<file path="src/pkg/fcf_defines.svh">
// Offsets, fields, reset values and timing counts of the feedback block
`ifndef FCF_DEFINES_SVH
`define FCF_DEFINES_SVH
`define FCF_CLK_PERIOD_NS 20
`define FCF_OVS_WIN_NS 5000
`define FCF_OVS_WIN_CYC (`FCF_OVS_WIN_NS / `FCF_CLK_PERIOD_NS)
`define FCF_OVS_RATE_KPPS 6400
`define FCF_OVS_MAX_EDGES (`FCF_OVS_RATE_KPPS * `FCF_OVS_WIN_NS / 1000000)
`define FCF_ADR_CFG 8'h00
`define FCF_ADR_PITCH 8'h04
`define FCF_ADR_RES 8'h08
`define FCF_ADR_DEVLIM 8'h0c
`define FCF_ADR_MULT 8'h10
`define FCF_ADR_CTRL 8'h14
`define FCF_ADR_STATUS 8'h18
`define FCF_ADR_CODE 8'h1c
`define FCF_ADR_FBCNT 8'h20
`define FCF_ADR_DEV 8'h24
`define FCF_CFG_DIR_BIT 0
`define FCF_CFG_USE_LSB 4
`define FCF_CFG_USE_MSB 6
`define FCF_ST_OVS_BIT 0
`define FCF_ST_DEV_BIT 1
`define FCF_USE_NONE 3'h0
`define FCF_USE_CCW_FWD 3'h1
`define FCF_USE_CCW_REV 3'h3
`define FCF_PITCH_DEF 21'h008000
`define FCF_PITCH_MIN 21'h000004
`define FCF_PITCH_MAX 21'h100000
`define FCF_RES_DEF 13'h0014
`define FCF_RES_MIN 13'h0001
`define FCF_RES_MAX 13'h1000
`define FCF_DEVLIM_DEF 30'h000003e8
`define FCF_MULT_DEF 7'h14
`define FCF_MULT_MAX 7'h64
`define FCF_PCT_FULL 40'sh64
`define FCF_CODE_NONE 8'h00
`define FCF_CODE_OVS 8'h01
`define FCF_CODE_DEV 8'h02
`endif

</file>
<file path="src/pkg/fcf_pkg.sv">
// Types shared by the feedback block
package fcf_pkg;
    typedef enum logic [1:0] {FCF_QS0, FCF_QS1, FCF_QS2, FCF_QS3} fcf_qstate_t;
    typedef logic signed [31:0] fcf_pos_t;
endpackage

</file>
<file path="src/pkg/fcf_step_if.sv">
// Step and direction pair passed between the block's modules
interface fcf_step_if;
    logic step;
    logic up;
    modport src (output step, output up);
    modport snk (input step, input up);
endinterface

</file>
<file path="src/core/fcf_quad_in.sv">
// Quadrature decoder for the external encoder pins
module fcf_quad_in (
    input wire logic clk_i, // System clock
    input wire logic rst_i, // Sync reset, high
    input wire logic a_i,   // Encoder phase A pin
    input wire logic b_i,   // Encoder phase B pin
    fcf_step_if.src st_o    // Decoded step, up when A leads
);
    logic [1:0] meta_reg;
    logic [1:0] sync_reg;
    logic [1:0] prev_reg;

    always_ff @(posedge clk_i) begin
        if (rst_i) begin
            meta_reg <= 2'h0;
            sync_reg <= 2'h0;
            prev_reg <= 2'h0;
        end else begin
            meta_reg <= {a_i, b_i};
            sync_reg <= meta_reg;
            prev_reg <= sync_reg;
        end
    end

    // Exactly one phase changed; double changes are dropped
    assign st_o.step = (sync_reg[1] ^ prev_reg[1]) ^ (sync_reg[0] ^ prev_reg[0]);
    assign st_o.up = prev_reg[0] ^ sync_reg[1];
endmodule

</file>
<file path="src/core/fcf_div_out.sv">
// Divided quadrature output generator with output rate watch
`include "fcf_defines.svh"
module fcf_div_out (
    input wire logic clk_i,         // System clock
    input wire logic rst_i,         // Sync reset, high
    fcf_step_if.snk st_i,           // Load step, up means forward reference
    input wire logic [12:0] res_i,  // Edges per scale pitch
    output logic pa_o,              // Divided phase A
    output logic pb_o,              // Divided phase B
    output logic ovs_o              // Output rate too high, one-cycle pulse
);
    localparam int WIN = `FCF_OVS_WIN_CYC;
    localparam int MAXE = `FCF_OVS_MAX_EDGES;
    fcf_pkg::fcf_qstate_t q_reg;
    logic signed [23:0] pend_reg;
    logic [15:0] win_reg;
    logic [15:0] edges_reg;
    logic pa_reg;
    logic pb_reg;
    logic ovs_reg;

    function automatic fcf_pkg::fcf_qstate_t q_step(input fcf_pkg::fcf_qstate_t q,
                                                     input logic fwd);
        case (q)
            fcf_pkg::FCF_QS0: q_step = fwd ? fcf_pkg::FCF_QS1 : fcf_pkg::FCF_QS3;
            fcf_pkg::FCF_QS1: q_step = fwd ? fcf_pkg::FCF_QS2 : fcf_pkg::FCF_QS0;
            fcf_pkg::FCF_QS2: q_step = fwd ? fcf_pkg::FCF_QS3 : fcf_pkg::FCF_QS1;
            fcf_pkg::FCF_QS3: q_step = fwd ? fcf_pkg::FCF_QS0 : fcf_pkg::FCF_QS2;
            default: q_step = fcf_pkg::FCF_QS0;
        endcase
    endfunction

    wire signed [23:0] res_s = {11'h000, res_i};
    wire signed [23:0] add = st_i.step ? (st_i.up ? res_s : -res_s) : 24'sh0;
    wire emit = pend_reg != 24'sh0;
    wire emit_fwd = !pend_reg[23];
    wire signed [23:0] dec = emit ? (emit_fwd ? 24'sh1 : -24'sh1) : 24'sh0;
    wire fcf_pkg::fcf_qstate_t q_next = emit ? q_step(q_reg, emit_fwd) : q_reg;
    // Forward order 00,01,11,10 in (A,B): B leads A
    wire pa_next = (q_next == fcf_pkg::FCF_QS2) || (q_next == fcf_pkg::FCF_QS3);
    wire pb_next = (q_next == fcf_pkg::FCF_QS1) || (q_next == fcf_pkg::FCF_QS2);
    wire win_end = win_reg == 16'(WIN - 1);
    wire over = emit && (edges_reg == 16'(MAXE));

    always_ff @(posedge clk_i) begin
        if (rst_i) begin
            q_reg <= fcf_pkg::FCF_QS0;
            pend_reg <= 24'sh0;
            pa_reg <= 1'b0;
            pb_reg <= 1'b0;
            win_reg <= 16'h0;
            edges_reg <= 16'h0;
            ovs_reg <= 1'b0;
        end else begin
            q_reg <= q_next;
            pend_reg <= pend_reg + add - dec;
            pa_reg <= pa_next;
            pb_reg <= pb_next;
            win_reg <= win_end ? 16'h0 : win_reg + 16'h1;
            edges_reg <= win_end ? 16'h0 : edges_reg + {15'h0, emit};
            ovs_reg <= over;
        end
    end

    assign pa_o = pa_reg;
    assign pb_o = pb_reg;
    assign ovs_o = ovs_reg;
endmodule

</file>
<file path="src/core/fcf_top.sv">
// Fully-closed feedback block: direction map, counters, divided output, alarms
// Functional notes
// - Usage 0 none, 1 forward, 3 reverse
// - Direction select maps reference to motor, encoder
// - Forward reference gives B leading A
// - Feedback counter up forward, down reverse
// - Pitches 4 to 1048576, applied on restart
// - Resolution 1 to 4096, applied on restart
// - Output above 6.4 Mpps raises overspeed
// - Deviation above limit raises overflow alarm while the external encoder is in use
// - Deviation limit default 1000, immediate
// - Limit zero disables overflow alarm
// - Absolute position load as linear sequence
// - Each rotation carries deviation scaled by multiplier
`include "fcf_defines.svh"
module fcf_top (
    input wire logic clk_i,                 // System clock, 50 MHz
    input wire logic rst_i,                 // Sync reset, high
    input wire logic wb_cyc_i,              // Wishbone cycle
    input wire logic wb_stb_i,              // Wishbone strobe
    input wire logic wb_we_i,               // Wishbone write
    input wire logic [7:0] wb_adr_i,        // Wishbone byte address
    input wire logic [3:0] wb_sel_i,        // Wishbone byte selects
    input wire logic [31:0] wb_dat_i,       // Wishbone write data
    output logic [31:0] wb_dat_o,           // Wishbone read data
    output logic wb_ack_o,                  // Wishbone acknowledge
    input wire logic ext_a_i,               // External encoder phase A pin
    input wire logic ext_b_i,               // External encoder phase B pin
    input wire logic abs_load_i,            // Absolute position word valid
    input wire logic [31:0] abs_pos_i,      // Absolute position word
    input wire logic ref_fwd_i,             // Reference is forward
    input wire logic motor_step_i,          // Motor feedback step
    input wire logic motor_fwd_i,           // Motor step is forward
    output logic motor_ccw_o,               // Motor turns counterclockwise
    output logic ext_fwd_o,                 // Encoder expected to move forward
    output logic ext_used_o,                // External encoder in use
    output logic divided_phase_a_out_o,     // Divided phase A
    output logic divided_phase_b_out_o,     // Divided phase B
    output logic divided_phase_c_out_o,     // One pulse per rotation
    output logic alarm_o                    // Any alarm latched
);
    logic ack_reg;
    logic [31:0] dat_reg;
    logic dir_pend_reg;
    logic dir_act_reg;
    logic [2:0] use_pend_reg;
    logic [2:0] use_act_reg;
    logic [20:0] pitch_pend_reg;
    logic [20:0] pitch_act_reg;
    logic [12:0] res_pend_reg;
    logic [12:0] res_act_reg;
    logic [29:0] devlim_reg;
    logic [6:0] mult_reg;
    fcf_pkg::fcf_pos_t fb_cnt_reg;
    fcf_pkg::fcf_pos_t motor_pos_reg;
    fcf_pkg::fcf_pos_t load_pos_reg;
    fcf_pkg::fcf_pos_t off_reg;
    logic [20:0] rev_cnt_reg;
    logic abs_wait_reg;
    logic alm_ovs_reg;
    logic alm_dev_reg;
    logic pc_reg;
    logic ovs_pulse;

    function automatic logic [31:0] merge(input logic [31:0] old, input logic [31:0] nw,
                                          input logic [3:0] sel);
        for (int i = 0; i < 4; i++) begin
            old[i*8 +: 8] = sel[i] ? nw[i*8 +: 8] : old[i*8 +: 8];
        end
        merge = old;
    endfunction

    function automatic fcf_pkg::fcf_pos_t pct(input fcf_pkg::fcf_pos_t d,
                                              input logic [6:0] m);
        logic signed [39:0] p;
        p = 40'(d) * $signed({33'h0, m});
        pct = 32'(p / `FCF_PCT_FULL);
    endfunction

    function automatic logic [31:0] mag(input fcf_pkg::fcf_pos_t d);
        mag = d[31] ? 32'(-d) : 32'(d);
    endfunction

    // Bus decode
    wire req = wb_cyc_i && wb_stb_i;
    wire wb_wr = req && wb_we_i && ack_reg;
    wire wr_cfg = wb_wr && (wb_adr_i == `FCF_ADR_CFG);
    wire wr_pitch = wb_wr && (wb_adr_i == `FCF_ADR_PITCH);
    wire wr_res = wb_wr && (wb_adr_i == `FCF_ADR_RES);
    wire wr_devlim = wb_wr && (wb_adr_i == `FCF_ADR_DEVLIM);
    wire wr_mult = wb_wr && (wb_adr_i == `FCF_ADR_MULT);
    wire wr_ctrl = wb_wr && (wb_adr_i == `FCF_ADR_CTRL);
    wire wr_stat = wb_wr && (wb_adr_i == `FCF_ADR_STATUS) && wb_sel_i[0];
    wire restart = wr_ctrl && wb_sel_i[0] && wb_dat_i[0];

    // Write values after byte merge and range limiting
    wire [31:0] cfg_old = {25'h0, use_pend_reg, 3'h0, dir_pend_reg};
    wire [31:0] cfg_w = merge(cfg_old, wb_dat_i, wb_sel_i);
    wire [2:0] use_w = cfg_w[`FCF_CFG_USE_MSB:`FCF_CFG_USE_LSB];
    wire use_ok = (use_w == `FCF_USE_NONE) || (use_w == `FCF_USE_CCW_FWD)
                  || (use_w == `FCF_USE_CCW_REV);
    wire [31:0] pitch_w = merge({11'h0, pitch_pend_reg}, wb_dat_i, wb_sel_i);
    wire [20:0] pitch_c = (pitch_w < {11'h0, `FCF_PITCH_MIN}) ? `FCF_PITCH_MIN
                        : (pitch_w > {11'h0, `FCF_PITCH_MAX}) ? `FCF_PITCH_MAX
                        : pitch_w[20:0];
    wire [31:0] res_w = merge({19'h0, res_pend_reg}, wb_dat_i, wb_sel_i);
    wire [12:0] res_c = (res_w < {19'h0, `FCF_RES_MIN}) ? `FCF_RES_MIN
                      : (res_w > {19'h0, `FCF_RES_MAX}) ? `FCF_RES_MAX
                      : res_w[12:0];
    wire [31:0] devlim_w = merge({2'h0, devlim_reg}, wb_dat_i, wb_sel_i);
    wire [31:0] mult_w = merge({25'h0, mult_reg}, wb_dat_i, wb_sel_i);
    wire [6:0] mult_c = (mult_w > {25'h0, `FCF_MULT_MAX}) ? `FCF_MULT_MAX : mult_w[6:0];

    // Direction mapping
    wire ext_used = use_act_reg != `FCF_USE_NONE;
    wire ext_fwd_ref = dir_act_reg == (use_act_reg == `FCF_USE_CCW_REV);
    fcf_step_if qst ();
    fcf_step_if ldst ();
    fcf_quad_in u_quad (
        .clk_i(clk_i),
        .rst_i(rst_i),
        .a_i(ext_a_i),
        .b_i(ext_b_i),
        .st_o(qst)
    );
    wire ext_step = ext_used && qst.step;
    assign ldst.step = ext_step;
    assign ldst.up = qst.up == ext_fwd_ref;

    fcf_div_out u_div (
        .clk_i(clk_i),
        .rst_i(rst_i),
        .st_i(ldst),
        .res_i(res_act_reg),
        .pa_o(divided_phase_a_out_o),
        .pb_o(divided_phase_b_out_o),
        .ovs_o(ovs_pulse)
    );

    // Positions and deviation
    wire fcf_pkg::fcf_pos_t ld_d = ldst.up ? 32'sh1 : -32'sh1;
    wire fcf_pkg::fcf_pos_t mt_d = motor_fwd_i ? 32'sh1 : -32'sh1;
    wire fcf_pkg::fcf_pos_t dev = motor_pos_reg - load_pos_reg - off_reg;
    wire rev_evt = ext_step && (rev_cnt_reg == pitch_act_reg - 21'h1);
    wire dev_over = mag(dev) > {2'h0, devlim_reg};
    wire dev_set = dev_over && (devlim_reg != 30'h0) && ext_used;
    wire abs_take = abs_load_i && abs_wait_reg;

    always_ff @(posedge clk_i) begin
        if (rst_i) begin
            ack_reg <= 1'b0;
            dat_reg <= 32'h0;
        end else begin
            ack_reg <= req && !ack_reg;
            if (req && !ack_reg) begin
                case (wb_adr_i)
                    `FCF_ADR_CFG: dat_reg <= cfg_old;
                    `FCF_ADR_PITCH: dat_reg <= {11'h0, pitch_pend_reg};
                    `FCF_ADR_RES: dat_reg <= {19'h0, res_pend_reg};
                    `FCF_ADR_DEVLIM: dat_reg <= {2'h0, devlim_reg};
                    `FCF_ADR_MULT: dat_reg <= {25'h0, mult_reg};
                    `FCF_ADR_STATUS: dat_reg <= {30'h0, alm_dev_reg, alm_ovs_reg};
                    `FCF_ADR_CODE: dat_reg <= {24'h0, alm_dev_reg ? `FCF_CODE_DEV
                                      : alm_ovs_reg ? `FCF_CODE_OVS : `FCF_CODE_NONE};
                    `FCF_ADR_FBCNT: dat_reg <= fb_cnt_reg;
                    `FCF_ADR_DEV: dat_reg <= dev;
                    default: dat_reg <= 32'h0;
                endcase
            end
        end
    end

    always_ff @(posedge clk_i) begin
        if (rst_i) begin
            dir_pend_reg <= 1'b0;
            use_pend_reg <= `FCF_USE_NONE;
            pitch_pend_reg <= `FCF_PITCH_DEF;
            res_pend_reg <= `FCF_RES_DEF;
            devlim_reg <= `FCF_DEVLIM_DEF;
            mult_reg <= `FCF_MULT_DEF;
        end else begin
            if (wr_cfg) begin
                dir_pend_reg <= cfg_w[`FCF_CFG_DIR_BIT];
                use_pend_reg <= use_ok ? use_w : use_pend_reg;
            end
            if (wr_pitch) begin
                pitch_pend_reg <= pitch_c;
            end
            if (wr_res) begin
                res_pend_reg <= res_c;
            end
            if (wr_devlim) begin
                devlim_reg <= devlim_w[29:0];
            end
            if (wr_mult) begin
                mult_reg <= mult_c;
            end
        end
    end

    // Restart settings take effect only here
    always_ff @(posedge clk_i) begin
        if (rst_i) begin
            dir_act_reg <= 1'b0;
            use_act_reg <= `FCF_USE_NONE;
            pitch_act_reg <= `FCF_PITCH_DEF;
            res_act_reg <= `FCF_RES_DEF;
        end else if (restart) begin
            dir_act_reg <= dir_pend_reg;
            use_act_reg <= use_pend_reg;
            pitch_act_reg <= pitch_pend_reg;
            res_act_reg <= res_pend_reg;
        end
    end

    always_ff @(posedge clk_i) begin
        if (rst_i || restart) begin
            fb_cnt_reg <= 32'sh0;
            motor_pos_reg <= 32'sh0;
            load_pos_reg <= 32'sh0;
            off_reg <= 32'sh0;
            rev_cnt_reg <= 21'h0;
            abs_wait_reg <= 1'b1;
            pc_reg <= 1'b0;
        end else begin
            if (abs_take) begin
                fb_cnt_reg <= abs_pos_i;
                abs_wait_reg <= 1'b0;
            end else if (ext_step) begin
                fb_cnt_reg <= fb_cnt_reg + (qst.up ? 32'sh1 : -32'sh1);
                abs_wait_reg <= 1'b0;
            end
            if (ext_step) begin
                load_pos_reg <= load_pos_reg + ld_d;
                rev_cnt_reg <= rev_evt ? 21'h0 : rev_cnt_reg + 21'h1;
            end
            if (motor_step_i) begin
                motor_pos_reg <= motor_pos_reg + mt_d;
            end
            if (rev_evt) begin
                off_reg <= off_reg + pct(dev, mult_reg);
            end
            pc_reg <= rev_evt;
        end
    end

    // Alarms latch; a new event beats a clear in the same cycle
    always_ff @(posedge clk_i) begin
        if (rst_i) begin
            alm_ovs_reg <= 1'b0;
            alm_dev_reg <= 1'b0;
        end else begin
            alm_ovs_reg <= (alm_ovs_reg && !(wr_stat && wb_dat_i[`FCF_ST_OVS_BIT]))
                           || ovs_pulse;
            alm_dev_reg <= (alm_dev_reg && !(wr_stat && wb_dat_i[`FCF_ST_DEV_BIT]))
                           || dev_set;
        end
    end

    assign wb_ack_o = ack_reg;
    assign wb_dat_o = dat_reg;
    assign motor_ccw_o = ref_fwd_i ^ dir_act_reg;
    assign ext_fwd_o = ref_fwd_i == ext_fwd_ref;
    assign ext_used_o = ext_used;
    assign divided_phase_c_out_o = pc_reg;
    assign alarm_o = alm_ovs_reg || alm_dev_reg;
endmodule

</file>
<file path="config.mk">
export PLATFORM = sky130hd
export DESIGN_NAME = fcf_top
export DESIGN_NICKNAME = d
export VERILOG_FILES = /design/src/pkg/fcf_pkg.sv /design/src/pkg/fcf_step_if.sv /design/src/core/fcf_quad_in.sv /design/src/core/fcf_div_out.sv /design/src/core/fcf_top.sv
export VERILOG_INCLUDE_DIRS = /design/src /design/src/pkg
export SDC_FILE = /design/constraint.sdc
export NUM_CORES = 2
export LEC_CHECK = 0
export ABC_CLOCK_PERIOD_IN_PS = 108800
export BUFFER_PORTS_ARGS = -buffer_cell sky130_fd_sc_hd__buf_2
export CAP_MARGIN = 40
export CORE_AREA = 2 2 334 336
export DETAILED_ROUTE_END_ITERATION = 16
export DIE_AREA = 0 0 336 338
export PLACE_DENSITY_LB_ADDON = 0.12
export SYNTH_ARGS = -nofsm -noshare
export SYNTH_HDL_FRONTEND = slang
export SYNTH_SLANG_ARGS = --single-unit
</file>
<file path="constraint.sdc">
create_clock -name clk_i -period 108.8 [get_ports clk_i]
set_clock_uncertainty 0.2 [all_clocks]
set_input_delay 10.88 -clock clk_i [delete_from_list [all_inputs] [get_ports clk_i]]
set_output_delay 10.88 -clock clk_i [all_outputs]
set_load 0.02 [all_outputs]
</file>
Yosys cells after proc, flatten, opt, wreduce, memory -nomap -nowiden:

Index checks and enable logic that the tools add are counted.

* register bits: 366
* bits of input ports: 87
* logic and storage cells: 171
* output and inout bits: 40

* equal/unequal tests: 24
* muxes and demuxes: 37
* magnitude comparators: 6
* reduce and logical (&&, ||, !) cells: 49
* $mul: 1
* divide/modulo/power cells: 1
* $add $sub $neg: 14
* bitwise logic cells: 5

Operators by type and width (number)
* $pmux 32 s9: 1
* $mux 32: 6
* $add 32x32->32: 4
* $mux 24: 4
* $mux 8: 9
* $sub 32x32->32: 2
* $mux 21: 3
* $div 40x8->40 const B: 1
* $mul 32x8->40: 1
* $eq 8x5->1 const B: 4
* $gt 32x13->1 const B: 1
* $gt 32x21->1 const B: 1
* $gt 32x30->1: 1
* $gt 32x7->1 const B: 1
* $lt 32x1->1 const B: 1
* $lt 32x3->1 const B: 1
* $neg 32->32: 1
* $reduce_bool 30->1: 1
* $mux 13: 2
* $add 24x24->24: 1
* $logic_and 1x1->1: 24
* $neg 13->24: 1
* $reduce_bool 24->1: 1
* $sub 24x24->24: 1
* 29 further kinds: 64

Longest topological paths before layout:

* depth in word-level cells: 9
* depth in mapped cells: 193
* gate-level depth less buffers: 178

Modules after synthesis:

Synthesis repeated with hierarchy kept, for this count alone.

* cells, all modules: 5801
* area total of the unflattened synthesis: 45107.0 sq um

By module, submodules not included
* fcf_top: times used 1, area each 40360.0 sq um, cells each 5219
* fcf_div_out: times used 1, area each 4553.1 sq um, cells each 567
* fcf_quad_in: times used 1, area each 193.9 sq um, cells each 15

Worst setup path after synthesis:

Ideal clock, no wire load.

* kind: reg-to-reg
* from: register load_pos_reg[0]
* to: register off_reg[31]
* library setup time: 0.070 ns
* period minus slack after synthesis: 37.357 ns
* cell stages (with the launch flop): 189
* setup slack: 71.443 ns
* arrival: 37.087 ns
* cell sequence: dfxtp_1 > inv_1 > fa_1 > ha_1 > a21o_1 > a21oi_1 > nor2b_1 > o21a_1 > o21ai_0 > nand2b_1 > a21oi_1 > nor2b_1 > o21a_1 > o21ai_0 > nand2b_1 > a21oi_1 > nor2b_1 > o21a_1 > [... 153 more ...] > a21oi_1 > o21bai_1 > a21oi_1 > o21bai_1 > a21oi_1 > o21bai_1 > a21oi_1 > nor2b_1 > o21a_1 > o21a_1 > o21a_1 > o21ai_0 > nand2b_1 > a21oi_1 > xnor2_1 > xnor2_1 > or3_1 > a21oi_1

* cells in the longest elaborated chain, start to end: 5

RTL lines
* from (decl): line fcf_top.sv:56 `fcf_pkg::fcf_pos_t load_pos_reg;`
* from (signal assigned): line fcf_top.sv:234 `load_pos_reg <= load_pos_reg + ld_d;`
* $sub 32x32->32 (2 in a row): line fcf_top.sv:143 `wire fcf_pkg::fcf_pos_t dev = motor_pos_reg - load_pos_reg - off_reg;`
* $mul 32x8->40: line fcf_top.sv:76 `p = 40'(d) * $signed({33'h0, m});`
* $div 40x8->40 (no source line)
* $add 32x32->32: line fcf_top.sv:241 `off_reg <= off_reg + pct(dev, mult_reg);`
* to (signal assigned): line fcf_top.sv:241
* to (decl): line fcf_top.sv:57 `fcf_pkg::fcf_pos_t off_reg;`

Every way passes these cells.
A chain may end at the register's enable or synchronous reset.

Worst setup path after layout:

Same ends and word-level chain as after synthesis.

==> impl_metrics.toml <==
[run_status]
status = "finished clean"

[finish]
seq_area_mm2 = 0.007333
drive_gt1_share_pct = 8.171
final_cell_area_mm2 = 0.04759
finalNetCount = 6292
syn_to_final_growth_pct = 8.933
multiInputGateArea_mm2 = 0.03351
n_fill_cell = 11310

[place]
gp_congestion = 0.8891
placedInstanceArea_mm2 = 0.04594
port-buffer-count = 126
dpl.hpwl_um = 105400

[worst_setup_path]
r2r_slack_ns = 64.95
worst_path_max_delay_cell = "a31oi_1"
path_buf_inv = 7
cp-end-kind = "register"
crit_start = "load_pos_reg[0]$_SDFFE_PP0P_"
cpPeakStageDelay_ns = 0.81
crit_top_cell = "a21oi_1"
cp.arrival_ns = 44.19
setup.worst_path.start_class = "register"
required_ns = 109.14
r2r-start = "load_pos_reg[0]$_SDFFE_PP0P_"
cp_max_fo = 62
critical_path_class = "reg2reg"
crit_family = "compound AO/OA/AOI/OAI gates"

[timing]
finalSetupViolations = 0
fin_crit_sh_pct = 40.31
rsz0062_at_grt = "no"
clock.fmax_mhz = 22.80
worstMarginPinSlew_ns = 0.9560
tns_ns = 0
slew_headroom_pct = 35.92
hold_violations = 0
period_needed_ns = 43.85
slew_violations = 0

[routing]
drc = 0
routedWlPerCell_um = 18.90
vias = 40440
routed_wl_um = 136200
ant_nets = 0
drt_iter0_drc = 3125
viasPerCell = 5.611
drt_pre_antenna_iters = 9

[synth]
synth_top_cell_by_area = "dfxtp_1"
synth_enable_flop_cells = 0
synthXorXnorAreaFrac_pct = 9.366
synth_area_per_cell_um2 = 7.710
async_flop_share_pct = 0
ys_warn_count = 0
yosysMostFrequentCell = "nand2_1"
synthSimpleGateAreaFrac_pct = 21.97
synth_cell_types = 151
syn_inst = 5666
synth_top_area_share_pct = 16.77
synthAdderAreaFrac_pct = 19.31
synth_compound_area_share_pct = 23.57
ys_top_cells_by_area = "dfxtp_1, fa_1, ha_1"
netlist_area_mm2 = 0.04369
synthFlopType = "dfxtp_1"
synth_mux_area_share_pct = 2.263
ys_ff_latch = 366
synthTopCellsByCount = "nand2_1, nor2_1, inv_1, a21oi_1, dfxtp_1"
syn_nets = 6279
seq_area_frac_synth_pct = 16.77
synth_top_family_by_area = "compound AO/OA/AOI/OAI gates"

[grt]
grt_overflow = 0
grt_use_total_pct = 23.84
grt_pass1_wl_um = 218700
grt_max_degree = 69
antenna_found_initial = 2
grt_pass1_vias = 39280

[die]
rows = 122
die-area_mm2 = 0.1136
die_h_um = 338
io_pins = 127
die_w_um = 336
coreArea_mm2 = 0.1101
initial_utilization_pct = 39.69

[clock_tree]
cts_tree = "done"
htreeDepth = 2
cts_buffers = 45
cts_setup_buffers = 0
ctsHoldBuffers = 0
cts_resized = 0
cts.sinks = 366
root_buffer = "clkbuf_16"
clkLatencyLatePin_ns = 0.62
clkTransAtPathRegs_ns = 0.06
cts.path.max_buffers = 3

[worst_hold_path]
worstHoldStart = "u_quad.meta_reg[0]$_SDFF_PP0_"
hold_path_class = "reg2reg"

[flow_run]
maxCapViolCount = 0
[final timing paths]
| check | to | cells after the start |
|---|---|---|
| worst max register to register | off_reg[31]$_SDFFE_PP0P_ | 173 |
| worst min register to register | u_quad.sync_reg[0]$_SDFF_PP0_ | 1 |
| worst max-delay path | off_reg[31]$_SDFFE_PP0P_ | 173 |
| worst min-delay path | u_quad.sync_reg[0]$_SDFF_PP0_ | 1 |
[final cells by class]
cell class                 instances  area share, %
clock inverter                    22         0.7493
clock buffer                      61          2.703
sequential                       366          15.41
inverter                         520          4.102
timing repair buffer             205          2.684
tap                             1488          3.912
antenna                            4        0.02103
multi-input combinational       4541          70.42
[worst reg2reg max path: cells and delay by family, from the launching register on]
kind | cells | cell delay, ns
AOI/OAI and AO/OA | 104 | 25.90
xor gates and xnor gates | 6 | 1.55
adders and majority gates | 11 | 4.44
buffers and inverters | 7 | 1.10
DFF | 1 | 0.43
muxes | 7 | 2.84
and+or+nand+nor | 38 | 7.31
[metrics by stage]
stage          hold slack, ns  worst slack, ns  cells  util (%)
6_report               0.2369            64.95   7207     43.24
5_1_grt                0.2741            60.58   7203     43.23
3_5_place_dp           0.2220            65.58   7120     41.74
4_1_cts                0.2419            65.29   7203     43.23
2_1_floorplan          0.2130            71.44   5666         -
3_3_place_gp           0.2203            66.21   7105     41.59
[logic make-up after synthesis]
group                      Yosys count
AOI/OAI and AO/OA                 1482
xor gates and xnor gates           457
adders and majority gates          543
buffers and inverters              759
DFF                                366
muxes                               93
and+or+nand+nor                   1966
[placed cells by master, fill, tap and decap left out, drive strengths merged, types with 49 or more instances in the layout]
cell | Yosys | final
dfxtp | 366 | 366
nor2b | 64 | 64
clkbuf | 180 | 61
xor2 | 160 | 160
o21a | 49 | 49
fa | 224 | 224
and2 | 200 | 200
nand2 | 553 | 553
nor4 | 60 | 60
or3 | 49 | 49
inv | 519 | 521
nand4 | 55 | 55
o21bai | 107 | 107
nand3 | 123 | 123
ha | 302 | 302
a21o | 96 | 96
a21oi | 510 | 510
o21ai | 205 | 205
nor2 | 546 | 546
nor3 | 105 | 105
mux2i | 75 | 75
buf | 59 | 204
a31oi | 60 | 60
nand2b | 58 | 58
xnor2 | 296 | 296
[per-layer routing]
| layer | GRT usage [%] | part of all wire (%) |
|---|---|---|
| met5 | 0 | 0 |
| met4 | 5.954 | 2.4 |
| met3 | 2.906 | 5.1 |
| met2 | 38.33 | 44 |
| met1 | 33.78 | 48 |
Power is not shown: default switching activity piles up to over one toggle a cycle in this logic, so the estimate is an artifact.
